--- src/shared/ocd_defines.svh ---
// Register offsets, field positions, reset values and timing counts of the clock control block
`ifndef OCD_DEFINES_SVH
`define OCD_DEFINES_SVH
// Byte addresses on the register bus
`define OCD_ADDR_OSC_CTRL   4'h0
`define OCD_ADDR_CLK_DIV    4'h4
`define OCD_ADDR_UNLOCK     4'h8
`define OCD_ADDR_IRQ_STAT   4'hC
// Unlock keys, written in this order to the unlock register
`define OCD_KEY1            16'h0057
`define OCD_KEY2            16'h00AA
// Oscillator control fields
`define OCD_OC_SWREQ        0
`define OCD_OC_FAIL         3
`define OCD_OC_NEW_OSC_SELECT_LO      8
`define OCD_OC_COSC_LO      12
// Clock divisor fields
`define OCD_CD_PRE_LO       0
`define OCD_CD_CPU_SLOW_RATIO_LO      12
`define OCD_CD_SLOW_RATIO_APPLY        11
`define OCD_CD_ROI          15
// Interrupt status and mask bits (mask at bit + 8)
`define OCD_IRQ_FAIL        0
`define OCD_IRQ_SWDONE      1
`define OCD_IRQ_MASK_LO     8
// Reset values
`define OCD_OSC_RESET       3'h0
`define OCD_PRE_RESET       5'h00
`define OCD_CPU_SLOW_RATIO_RESET      3'h0
`define OCD_CPU_SLOW_RATIO_RATIO_OFF  3'h0
// Oscillator codes
`define OCD_OSC_FRC         3'h0
`define OCD_OSC_INTERNAL_RC_WITH_PLL      3'h1
`define OCD_OSC_PRIPLL      3'h3
// Clock switch settle time in ns, and its cycle count at 40 MHz
`define OCD_SW_SETTLE_NS    200
`define OCD_CLK_PERIOD_NS   25
`define OCD_SW_CYCLES       ((`OCD_SW_SETTLE_NS + `OCD_CLK_PERIOD_NS - 1) / `OCD_CLK_PERIOD_NS)
`endif

--- src/shared/ocd_pkg.sv ---
// Types of the clock control block
`default_nettype none
package ocd_pkg;
    typedef enum logic [1:0] {OCD_LK_IDLE, OCD_LK_KEY1, OCD_LK_OPEN} ocd_lock_t;
    typedef enum logic {OCD_SW_IDLE, OCD_SW_BUSY} ocd_sw_t;
endpackage
`default_nettype wire

--- src/rtl/ocd_switch_timer.sv ---
// Settle timer for an oscillator switch
`include "ocd_defines.svh"
`default_nettype none
module ocd_switch_timer
    import ocd_pkg::*;
(
    input wire logic clk, // System clock
    input wire logic rst_n, // Synchronous reset, active low
    input wire logic start, // Begin a switch
    output logic done // One-cycle pulse when switch completes
);
    localparam int CYC = `OCD_SW_CYCLES;
    ocd_sw_t state_r;
    logic [7:0] cnt_r;
    wire last = (cnt_r == 8'(CYC - 1));
    always_ff @(posedge clk)
    begin
        if (!rst_n)
        begin
            state_r <= OCD_SW_IDLE;
            cnt_r <= 8'h00;
        end
        else
        begin
            unique case (state_r)
                OCD_SW_IDLE:
                begin
                    cnt_r <= 8'h00;
                    if (start)
                        state_r <= OCD_SW_BUSY;
                end
                OCD_SW_BUSY:
                begin
                    cnt_r <= cnt_r + 8'h01;
                    if (last)
                        state_r <= OCD_SW_IDLE;
                end
            endcase
        end
    end
    assign done = (state_r == OCD_SW_BUSY) && last;
endmodule // ocd_switch_timer
`default_nettype wire

--- src/rtl/ocd_clock_ctrl.sv ---
// Oscillator switch, fail flag and divider control with AXI4-Lite registers
//
// Summary of operation
// - Monitor failure sets clock fail flag
// - Switch request starts switch, clears when done
// - Control register writes need unlock first
// - Software one on fail flag acts as failure
// - Prescaler divides by field plus two
// - Ratio writes ignored while apply bit set
// - Apply bit cannot set when ratio zero
// - Interrupt with recover bit clears apply bit
// - Unused control bits read as zero
//
// Register map, byte addresses, data in bits 15:0
// 0x0 oscillator control
//     bit 0 switch request, reads 1 until the switch completes
//     bit 3 clock fail flag, software one acts as a failure
//     bits 10:8 new oscillator, frozen while a switch runs
//     bits 14:12 current oscillator, follows bits 10:8 at completion
//     all other bits read 0
//     writes taken only right after the unlock pair
// 0x4 clock divisor
//     bits 4:0 prescaler, output factor is field plus two
//     bit 11 apply ratio, bits 14:12 ratio, bit 15 recover
//     ratio frozen while apply is set
// 0x8 unlock, write only: first key then second key
//     any write elsewhere closes the unlock again
// 0xC interrupt status bits 1:0, mask bits 9:8
//     status clears on read; an event in that cycle wins
//
// Limitation: source changes between PLL modes are not policed;
// software must route them through the plain RC oscillator
`include "ocd_defines.svh"
`default_nettype none
module ocd_clock_ctrl
    import ocd_pkg::*;
(
    input wire logic SYS_CLK, // 40 MHz system clock
    input wire logic RST_N, // Synchronous reset, active low
    input wire logic [3:0] S_AXI_AWADDR, // Write address
    input wire logic S_AXI_AWVALID, // Write address valid
    output logic S_AXI_AWREADY, // Write address ready
    input wire logic [31:0] S_AXI_WDATA, // Write data
    input wire logic [3:0] S_AXI_WSTRB, // Write strobes
    input wire logic S_AXI_WVALID, // Write data valid
    output logic S_AXI_WREADY, // Write data ready
    output logic [1:0] S_AXI_BRESP, // Write response
    output logic S_AXI_BVALID, // Write response valid
    input wire logic S_AXI_BREADY, // Write response ready
    input wire logic [3:0] S_AXI_ARADDR, // Read address
    input wire logic S_AXI_ARVALID, // Read address valid
    output logic S_AXI_ARREADY, // Read address ready
    output logic [31:0] S_AXI_RDATA, // Read data
    output logic [1:0] S_AXI_RRESP, // Read response
    output logic S_AXI_RVALID, // Read data valid
    input wire logic S_AXI_RREADY, // Read data ready
    input wire logic CLOCK_FAIL_DET, // Monitor failure detect, level
    input wire logic CPU_INT_EVENT, // Interrupt taken by the CPU, pulse
    output logic OSC_FAIL_TRAP, // Oscillator failure trap, pulse
    output logic [2:0] ACTIVE_OSC, // Oscillator in use
    output logic [5:0] PLL_PRESCALE_FACTOR, // Phase detector input divisor
    output logic [2:0] CPU_SLOW_RATIO, // CPU clock reduction ratio
    output logic SLOW_RATIO_ACTIVE, // Reduction ratio applied
    output logic IRQ // Interrupt, level
);
    // ==========================================================
    // Write channel capture
    logic aw_got_r, w_got_r, bvalid_r;
    logic [3:0] aw_addr_r;
    logic [31:0] w_data_r;
    logic [3:0] w_strb_r;
    wire aw_hs = S_AXI_AWVALID && S_AXI_AWREADY;
    wire w_hs = S_AXI_WVALID && S_AXI_WREADY;
    // Address and data may arrive in either order; B follows both
    wire wr_go = aw_got_r && w_got_r && !bvalid_r;
    assign S_AXI_AWREADY = !aw_got_r && !bvalid_r;
    assign S_AXI_WREADY = !w_got_r && !bvalid_r;
    assign S_AXI_BVALID = bvalid_r;
    assign S_AXI_BRESP = 2'b00;
    always_ff @(posedge SYS_CLK)
    begin
        if (!RST_N)
        begin
            aw_got_r <= 1'b0;
            w_got_r <= 1'b0;
            bvalid_r <= 1'b0;
            aw_addr_r <= 4'h0;
            w_data_r <= 32'h0000_0000;
            w_strb_r <= 4'h0;
        end
        else
        begin
            if (aw_hs)
            begin
                aw_got_r <= 1'b1;
                aw_addr_r <= S_AXI_AWADDR;
            end
            if (w_hs)
            begin
                w_got_r <= 1'b1;
                w_data_r <= S_AXI_WDATA;
                w_strb_r <= S_AXI_WSTRB;
            end
            if (wr_go)
            begin
                aw_got_r <= 1'b0;
                w_got_r <= 1'b0;
                bvalid_r <= 1'b1;
            end
            else if (bvalid_r && S_AXI_BREADY)
                bvalid_r <= 1'b0;
        end
    end
    // ==========================================================
    // Write decode; registers hold 16 bits in the low two lanes
    wire wr_lo = wr_go && w_strb_r[0];
    wire wr_hi = wr_go && w_strb_r[1];
    wire sel_oc = (aw_addr_r == `OCD_ADDR_OSC_CTRL);
    wire sel_cd = (aw_addr_r == `OCD_ADDR_CLK_DIV);
    wire sel_ul = (aw_addr_r == `OCD_ADDR_UNLOCK);
    wire sel_is = (aw_addr_r == `OCD_ADDR_IRQ_STAT);
    wire [15:0] wd = w_data_r[15:0];
    // ==========================================================
    // Unlock sequence for the oscillator control register
    // A stray write between the keys drops back to idle
    ocd_lock_t lock_r;
    wire key1_wr = wr_lo && sel_ul && (wd == `OCD_KEY1);
    wire key2_wr = wr_lo && sel_ul && (wd == `OCD_KEY2);
    wire oc_wr = wr_go && sel_oc && (lock_r == OCD_LK_OPEN);
    wire oc_wr_lo = oc_wr && w_strb_r[0];
    wire oc_wr_hi = oc_wr && w_strb_r[1];
    always_ff @(posedge SYS_CLK)
    begin
        if (!RST_N)
            lock_r <= OCD_LK_IDLE;
        else
        begin
            unique case (lock_r)
                OCD_LK_IDLE:
                    if (key1_wr)
                        lock_r <= OCD_LK_KEY1;
                OCD_LK_KEY1:
                    if (key2_wr)
                        lock_r <= OCD_LK_OPEN;
                    else if (wr_go)
                        lock_r <= OCD_LK_IDLE;
                OCD_LK_OPEN:
                    if (wr_go && !sel_ul)
                        lock_r <= OCD_LK_IDLE;
            endcase
        end
    end
    // ==========================================================
    // Oscillator control: switch request, new and current source
    logic [2:0] new_osc_select_r, cosc_r;
    logic swreq_r, fail_r;
    logic sw_done;
    wire sw_start = oc_wr_lo && wd[`OCD_OC_SWREQ] && !swreq_r;
    // Timer counts the settle time; done ends the request
    ocd_switch_timer u_timer (
        .clk(SYS_CLK),
        .rst_n(RST_N),
        .start(sw_start),
        .done(sw_done)
    );
    // Software one on the flag behaves as a detected failure
    wire fail_sw_set = oc_wr_lo && wd[`OCD_OC_FAIL];
    wire fail_sw_clr = oc_wr_lo && !wd[`OCD_OC_FAIL];
    // Hardware detect wins over a software clear in the same cycle
    wire fail_set = CLOCK_FAIL_DET || fail_sw_set;
    wire fail_nxt = fail_set || (fail_r && !fail_sw_clr);
    always_ff @(posedge SYS_CLK)
    begin
        if (!RST_N)
        begin
            new_osc_select_r <= `OCD_OSC_RESET;
            cosc_r <= `OCD_OSC_RESET;
            swreq_r <= 1'b0;
            fail_r <= 1'b0;
        end
        else
        begin
            if (oc_wr_hi && !swreq_r)
                new_osc_select_r <= wd[`OCD_OC_NEW_OSC_SELECT_LO +: 3];
            if (sw_start)
                swreq_r <= 1'b1;
            else if (sw_done)
            begin
                swreq_r <= 1'b0;
                cosc_r <= new_osc_select_r;
            end
            fail_r <= fail_nxt;
        end
    end
    // Trap in the cycle the flag rises
    assign OSC_FAIL_TRAP = !fail_r && fail_set;
    assign ACTIVE_OSC = cosc_r;
    wire [15:0] oc_rd = {1'b0, cosc_r, 1'b0, new_osc_select_r, 4'h0, fail_r, 2'b00, swreq_r};
    // ==========================================================
    // Clock divisor: prescaler, ratio, apply, recover
    logic [4:0] pre_r;
    logic [2:0] cpu_slow_ratio_r;
    logic slow_ratio_apply_r, roi_r;
    wire cd_lo = wr_lo && sel_cd;
    wire cd_hi = wr_hi && sel_cd;
    wire [2:0] cpu_slow_ratio_wd = wd[`OCD_CD_CPU_SLOW_RATIO_LO +: 3];
    wire cpu_slow_ratio_wr = cd_hi && !slow_ratio_apply_r;
    wire [2:0] cpu_slow_ratio_nxt = cpu_slow_ratio_wr ? cpu_slow_ratio_wd : cpu_slow_ratio_r;
    // Apply is judged against the ratio that results from this write
    wire slow_ratio_apply_req = cd_hi && wd[`OCD_CD_SLOW_RATIO_APPLY];
    wire slow_ratio_apply_ok = slow_ratio_apply_req && (cpu_slow_ratio_nxt != `OCD_CPU_SLOW_RATIO_RATIO_OFF);
    // Recover wins over a simultaneous software write of apply
    wire roi_clr = roi_r && CPU_INT_EVENT;
    always_ff @(posedge SYS_CLK)
    begin
        if (!RST_N)
        begin
            pre_r <= `OCD_PRE_RESET;
            cpu_slow_ratio_r <= `OCD_CPU_SLOW_RATIO_RESET;
            slow_ratio_apply_r <= 1'b0;
            roi_r <= 1'b0;
        end
        else
        begin
            if (cd_lo)
                pre_r <= wd[`OCD_CD_PRE_LO +: 5];
            cpu_slow_ratio_r <= cpu_slow_ratio_nxt;
            if (cd_hi)
                roi_r <= wd[`OCD_CD_ROI];
            if (roi_clr)
                slow_ratio_apply_r <= 1'b0;
            else if (cd_hi)
                slow_ratio_apply_r <= slow_ratio_apply_ok;
        end
    end
    assign PLL_PRESCALE_FACTOR = {1'b0, pre_r} + 6'd2;
    assign CPU_SLOW_RATIO = cpu_slow_ratio_r;
    assign SLOW_RATIO_ACTIVE = slow_ratio_apply_r;
    wire [15:0] cd_rd = {roi_r, cpu_slow_ratio_r, slow_ratio_apply_r, 6'h00, pre_r};
    // ==========================================================
    // Interrupt status, cleared by a read; a new event wins
    logic [1:0] ist_r, imask_r;
    // Switch done and fail trap are the two events
    wire [1:0] ev = {sw_done, OSC_FAIL_TRAP};
    wire rd_ist = S_AXI_ARVALID && S_AXI_ARREADY && (S_AXI_ARADDR == `OCD_ADDR_IRQ_STAT);
    always_ff @(posedge SYS_CLK)
    begin
        if (!RST_N)
        begin
            ist_r <= 2'b00;
            imask_r <= 2'b00;
        end
        else
        begin
            ist_r <= ev | (rd_ist ? 2'b00 : ist_r);
            if (wr_hi && sel_is)
                imask_r <= wd[`OCD_IRQ_MASK_LO +: 2];
        end
    end
    // Level output, high while any unmasked status bit is set
    assign IRQ = |(ist_r & imask_r);
    wire [15:0] is_rd = {6'h00, imask_r, 6'h00, ist_r};
    // ==========================================================
    // Read channel
    logic rvalid_r;
    logic [31:0] rdata_r;
    logic [1:0] rresp_r;
    wire ar_hs = S_AXI_ARVALID && S_AXI_ARREADY;
    wire rd_oc = (S_AXI_ARADDR == `OCD_ADDR_OSC_CTRL);
    wire rd_cd = (S_AXI_ARADDR == `OCD_ADDR_CLK_DIV);
    // Unlock reads as zero, it holds no readable state
    wire rd_ul = (S_AXI_ARADDR == `OCD_ADDR_UNLOCK);
    wire rd_is = (S_AXI_ARADDR == `OCD_ADDR_IRQ_STAT);
    wire rd_hit = rd_oc || rd_cd || rd_ul || rd_is;
    // Unmapped offsets answer SLVERR with zero data
    wire [15:0] rd_mux = rd_oc ? oc_rd :
        rd_cd ? cd_rd :
        rd_is ? is_rd :
        16'h0000;
    assign S_AXI_ARREADY = !rvalid_r;
    assign S_AXI_RVALID = rvalid_r;
    assign S_AXI_RDATA = rdata_r;
    assign S_AXI_RRESP = rresp_r;
    always_ff @(posedge SYS_CLK)
    begin
        if (!RST_N)
        begin
            rvalid_r <= 1'b0;
            rdata_r <= 32'h0000_0000;
            rresp_r <= 2'b00;
        end
        else if (ar_hs)
        begin
            rvalid_r <= 1'b1;
            rdata_r <= {16'h0000, rd_mux};
            rresp_r <= rd_hit ? 2'b00 : 2'b10;
        end
        else if (rvalid_r && S_AXI_RREADY)
            rvalid_r <= 1'b0;
    end
endmodule // ocd_clock_ctrl
`default_nettype wire

--- config.mk ---
export PLATFORM = sky130hd
export DESIGN_NAME = ocd_clock_ctrl
export DESIGN_NICKNAME = d
export VERILOG_FILES = /design/src/shared/ocd_pkg.sv /design/src/rtl/ocd_switch_timer.sv /design/src/rtl/ocd_clock_ctrl.sv
export VERILOG_INCLUDE_DIRS = /design/src /design/src/shared
export SDC_FILE = /design/constraint.sdc
export NUM_CORES = 1
export LEC_CHECK = 0
export BUFFER_PORTS_ARGS = -buffer_cell sky130_fd_sc_hd__buf_2
export CAP_MARGIN = 20
export CORE_UTILIZATION = 50
export CTS_BUF_LIST = sky130_fd_sc_hd__clkbuf_2 sky130_fd_sc_hd__clkbuf_4 sky130_fd_sc_hd__clkbuf_8
export CTS_CLUSTER_DIAMETER = 150
export CTS_CLUSTER_SIZE = 25
export DETAILED_ROUTE_END_ITERATION = 7
export PLACE_DENSITY = 0.82
export SLEW_MARGIN = 15
export SYNTH_ARGS = -nofsm -noshare
export SYNTH_HDL_FRONTEND = slang
export SYNTH_SLANG_ARGS = --single-unit
--- constraint.sdc ---
create_clock -name SYS_CLK -period 3.5 [get_ports SYS_CLK]
set_input_delay 0.175 -clock SYS_CLK [delete_from_list [all_inputs] [get_ports SYS_CLK]]
set_output_delay 0.175 -clock SYS_CLK [all_outputs]
set_load 0.05 [all_outputs]
==> flow_summary.ini, run 1 <==
[logic_synthesis]
synth-seq-cells = 73
async_reset_ff_frac = 0
synth_cell_types = 50
synth_simple_gate_area_share = 0.2562
synthFlopType = dfxtp_1
synthesis.area_sq_um = 3253
ys_seq_area_frac = 0.4492
synth_top_family_by_area = simple AND/OR/NAND/NOR gates
synth_mux_area_frac = 0.03731
avgSynthCellArea_sq_um = 8.561
synth_fa_ha_area_frac = 0.01923
yosysWarnings = 0
synth-compound-area-share = 0.1304
synth_edf_count = 0
synth_xor_area_frac = 0.02154
synthCells = 380

[cells_and_area]
drive_above_1_share = 0.2133
syn_to_final_growth_pct = 15.88
fin_util = 0.5971
final_nets = 503
diodes = 0
fin_area_sq_um = 3770

[grt]
antenna_found_initial = 0
grt-busiest-layer = met2
gr-usage-all-layers = 0.2154
grt_use_met1 = 0.2698
grt_max_degree = 36
grt_overflow = 0
met2_usage = 0.3492
grt_pass1_vias = 2417
grt_pass1_wl_microns = 10980
grtUsageMet3 = 0.06044

[hold_path]
min_from = CPU_INT_EVENT
holdPathStages = 2
min_path_type = input port to register

[timing]
fin_crit_ps = 2393
fin_setup_tns_ps = 0
rsz0062_at_grt = false
worst_clock_skew_ps = 8.051
drv_slew = 0
setup_violations = 0
post-route-period-util = 0.6838
slew_headroom = 0.5054
hold_violations = 0
worst_pin_slew_ps = 735.8
fmax_mhz = 417.8

[clocking]
cts_sinks = 73
cts_made_buffers = 9
htreeDepth = 3
cts_setup_buffers = 0
postCtsResizedCells = 0
cts_root_buf = clkbuf_8
cts.reportedPaths.clkPinSlew_ps = 70
max-clock-path-buffers = 2
clkLatencyLatePin_ps = 340
cts_tree = yes

[setup_path]
worstRegToRegCells = 5
crit_path_end_kind = output pin
cp_data_arrival_time_ps = 2220
r2r_start = S_AXI_BVALID$_SDFFE_PN0P_
worstPathRequired_ps = 3320
cp-start-kind = register
critical_path.max_fanout = 9
critPathLaunch = S_AXI_BVALID$_SDFFE_PN0P_
crit_type = register to output pin

[die]
io_pins = 109
fp.coreArea_sq_um = 6314
fp-row-count = 29
die_area_sq_um = 6833
start_util = 0.5153
dieWidth_microns = 82.66
die_h_microns = 82.66

[job]
drv_cap = 0

[placement]
place_congestion = 0.7853
portBuffers = 68
dp_hpwl_microns = 4854
placed_cell_area_sq_um = 3545

[power_and_ir_drop]
irDropWorstVdd_v = 0.0003052
finalPower_w = 0.001825
p_leak_nw = 1.608
power.density_nw_per_um2 = 484.2

[drt]
avgViaCountPerCell = 5.218
drc = 0
ant_nets = 0
routed_wl_microns = 6850
routed-via-count = 2750
detail_route.wl_per_cell_microns = 13.00
drt_iter0_markers = 137
firstDrtPassIters = 4

[status]
status = complete, no violations
-- flip-flops by register name (all words and copies together) (netlist names), 3 cells and up --
| register | cells |
|---|---|
| ACTIVE_OSC | 3 |
| CPU_SLOW_RATIO | 3 |
| S_AXI_RDATA | 13 |
| aw_addr_r | 4 |
| new_osc_select_r | 3 |
| pre_r | 5 |
| u_timer.cnt_r | 8 |
| w_data_r | 16 |
-- layout make-up --
type,instances,area (sq um)
clock inverter,2,35.03
clock buffer,14,180.2
sequential,73,1461
tap,77,96.34
inverter,8,30.03
timing repair buffer,72,372.9
fill,556,2544
multi-input combinational,281,1594
-- logic make-up (layout without fill, tap and decap cells) --
| logic type | after synthesis | after routing |
|---|---|---|
| compound gates | 68 | 68 |
| buf+inv | 47 | 96 |
| fa+ha+maj | 5 | 5 |
| xor+xnor | 8 | 8 |
| flops | 73 | 73 |
| simple gates | 166 | 166 |
| other cells | 1 | 22 |
| mux | 12 | 12 |
-- worst paths after layout --
kind | to | slack [ps]
setup / recovery | OSC_FAIL_TRAP | 1110
hold / removal | SLOW_RATIO_ACTIVE$_SDFFE_PP0N_ | 30
setup reg to reg | u_timer.state_r$_SDFF_PN0_ | 1680
hold reg to reg | u_timer.cnt_r[0]$_SDFF_PN0_ | 440
-- critical path, cell delays in order, from the launching register on --
cell     delay, ps
dfxtp_1        360
and3b_1        430
and3_1         400
and3_1         240
nor2_1          70
nor2_1         110
buf_2          280
-- through the flow --
stage | setup WS, ps | hold slack, ps | std cells
2_1_floorplan | 1270 | 274.0 | 401
3_3_place_gp | 1531 | 366.0 | 510
3_5_place_dp | 1486 | 365.2 | 510
4_1_cts | 1093 | 18.05 | 527
5_1_grt | 976.5 | 14.30 | 527
6_report | 1107 | 26.81 | 527
-- cells in the final DEF (no fill, tap or decap), types with 8 or more instances in the layout --
master     n
nor2_1    39
conb_1    22
nand3_1   17
dfxtp_1   73
nor3_1     8
a21oi_1   40
clkbuf_8  12
buf_2     68
nand2_1   65
mux2i_1   11
-- routing by layer --
layer / routed length, microns / up-vias
li1: - / 1390
met1: 3114 / 1242
met2: 3147 / 108
met3: 490 / 10
met4: 97 / 0
met5: 0 / -
-- what timing repair did --
item,in CTS,in global routing
setup endpoints to repair,0,0
hold buffers,1,0
hold endpoints to repair,1,0
-- report_power, final --
part | total (W) | leakage, nW | switching [W] | internal [W]
logic | 0.000240 | 0.901 | 0.000176 | 0.0000646
clock network | 0.000695 | 0.114 | 0.000293 | 0.000403
registers | 0.000889 | 0.594 | 0.0000295 | 0.000860
total | 0.00183 | 1.61 | 0.000498 | 0.00133
-- synth_stat cells, types with 2 or more instances --
library cell / instances / share of area
nand2_1: 65 / 0.075
clkbuf_1: 12 / 0.014
mux2i_1: 11 / 0.034
nor4_1: 2 / 0.0038
nor3_1: 8 / 0.012
nand2b_1: 3 / 0.0058
xnor2_1: 3 / 0.0081
nand3b_1: 2 / 0.0046
a32oi_1: 2 / 0.0054
inv_1: 7 / 0.0081
dfxtp_1: 73 / 0.45
buf_2: 2 / 0.0031
a211oi_1: 3 / 0.0069
a21oi_1: 40 / 0.062
ha_1: 5 / 0.019
nand3_1: 17 / 0.026
and3_1: 7 / 0.013
a221oi_1: 6 / 0.016
buf_4: 24 / 0.055
nand4b_1: 2 / 0.0054
o21ai_1: 7 / 0.011
nand4_1: 2 / 0.0038
nand4_4: 2 / 0.013
xor2_1: 5 / 0.013
and2_1: 6 / 0.012
nor2b_1: 2 / 0.0038
nor2_1: 39 / 0.045
(Power assumes the default switching activity.)
==> inputs of run 2 (changes only) <==
CORE_UTILIZATION = 47   (was 50)
PLACE_DENSITY = 0.81   (was 0.82)
clock period = 1.9 ns   (was 3.5 ns; I/O delays follow)
==> run 2 against run 1 <==
Against the previous run: combinational power rose by 100%; wire length rose by 5.4%; clock power rose by 63%; total power rose by 78%; non-clock buffer count rose by 21; count of clock-buffer cells in the layout fell by 2; sequential share of layout area fell by 1.8 points; critical path type unchanged; largest cell class unchanged; largest power group unchanged.
==> flow_summary.ini, run 2 (synthesis results as in run 1) <==
[status]
status = complete, no violations

[clocking]
clkLatencyLatePin_ps = 340
cts_setup_buffers = 0
cts_sinks = 73
htreeDepth = 3
cts_tree = yes
max-clock-path-buffers = 2
cts.reportedPaths.clkPinSlew_ps = 70
cts_made_buffers = 9
cts_root_buf = clkbuf_8

[timing]
holdWs_ps = 7.437
slew_headroom = 0.5859
worst_pin_slew_ps = 619.6
drv_slew = 0
worst_clock_skew_ps = 6.809
post-route-period-util = 0.9675
hold_violations = 0
fmax_mhz = 544.0
setup_violations = 0
fin_crit_ps = 1838

[grt]
grt_pass1_vias = 2749
gr-usage-all-layers = 0.2151
met2_usage = 0.3710
grtUsageMet3 = 0.06323
grt_pass1_wl_microns = 12450
grt_overflow = 0
grt-busiest-layer = met2
grt_max_degree = 47
antenna_found_initial = 0
grt_use_met1 = 0.2602

[power_and_ir_drop]
power.density_nw_per_um2 = 819.8
p_leak_nw = 1.690
irDropWorstVdd_v = 0.0004593

[die]
die_area_sq_um = 7258
fp.coreArea_sq_um = 6531
start_util = 0.4981
io_pins = 109
die_h_microns = 85.20
fp-row-count = 29
dieWidth_microns = 85.20

[drt]
firstDrtPassIters = 4
detail_route.wl_per_cell_microns = 13.24
routed-via-count = 2853
avgViaCountPerCell = 5.235
drc = 0
drt_iter0_markers = 162
routed_wl_microns = 7218
ant_nets = 0

[setup_path]
crit_type = register to output pin
cp-start-kind = register
crit_path_end_kind = output pin
cp_data_arrival_time_ps = 1740
critical_path.max_fanout = 7
worstPathRequired_ps = 1800

[hold_path]
min_path_type = input port to register

[cells_and_area]
layout_common_cells = 71 x dfxtp_1, 67 x buf_2, 65 x nand2_1
final_common_cell = dfxtp_1
final_nets = 524
syn_to_final_growth_pct = 22.08
fin_area_sq_um = 3971
largest_register = w_data_r
diodes = 0
drive_above_1_share = 0.2265
largest_register_ffs = 16

[placement]
place_congestion = 0.8206
dp_hpwl_microns = 5156
placed_cell_area_sq_um = 3608
portBuffers = 68

[job]
drv_cap = 0
run 2: cell count changes in the layout (fill, tap and decap cells not counted), sizes merged:
cell,delta
dlygate4sd3,+16
clkinv,-1
buf,+5
clkbuf,-2
run 2: layer usage:
metal / up-vias / wire length (microns)
li1: 1433 / -
met1: 1317 / 3231
met2: 95 / 3501
met3: 8 / 419
met4: 0 / 65
met5: - / 0
run 2: final cells by class:
| type | instances | area (sq um) |
|---|---|---|
| fillers | 590 | 2560 |
| clock buffers | 12 | 146.4 |
| well taps | 77 | 96.34 |
| repair buffers | 93 | 585.6 |
| flip-flops and latches | 73 | 1466 |
| clock inverters | 1 | 30.03 |
| multi-input cells | 281 | 1617 |
| inverters | 8 | 30.03 |
run 2: power breakdown:
group          switching, W  internal [W]  total (W)  leakage, nW
clock              0.000501      0.000630    0.00113       0.0926
combinational      0.000334      0.000151   0.000484         1.00
sequential        0.0000558       0.00158    0.00164        0.595
run 2: path summary, 6_finish.rpt:
kind                                     start                           end  slack (ps)  depth (start not counted)
setup / recovery     S_AXI_BVALID$_SDFFE_PN0P_                 OSC_FAIL_TRAP          60                          6
hold / removal                  S_AXI_WDATA[5]      w_data_r[5]$_SDFFE_PN0P_           7                          3
setup reg to reg     aw_addr_r[3]$_SDFFE_PN0P_        lock_r[0]$_SDFFE_PN0P_         230                          5
hold reg to reg   S_AXI_RDATA[11]$_SDFFE_PN0P_  S_AXI_RDATA[11]$_SDFFE_PN0P_         450                          2
run 2: what timing repair did:
| action | CTS | global route |
|---|---|---|
| endpoints found under the hold margin | 17 | 0 |
| hold buffers | 17 | 0 |
| gates cloned | 0 | 0 |
| setup endpoints to repair | 1 | 1 |
| pin swaps | 0 | 1 |
| resized for setup | 3 | 4 |
run 2: per-stage QoR:
step                setup TNS [ps]  worst slack, ps  std cells    util  power, W
floorplan                        0            72.40        401       -  0.002048
global placement                 0            302.9        515  0.5525  0.002114
detailed placement               0            263.9        515  0.5525  0.002127
CTS                              0            27.74        545  0.6065  0.003271
global route                -4.497           -4.497        545  0.6080  0.003400
finish                           0            61.69        545  0.6080  0.003256
run 2: critical path, cell delays in order, from the launching register on:
cell	delay (ps)
dfxtp_4	370
and3b_2	310
and3_1	180
and3_2	230
nor2_4	50
nor2_4	60
buf_4	190
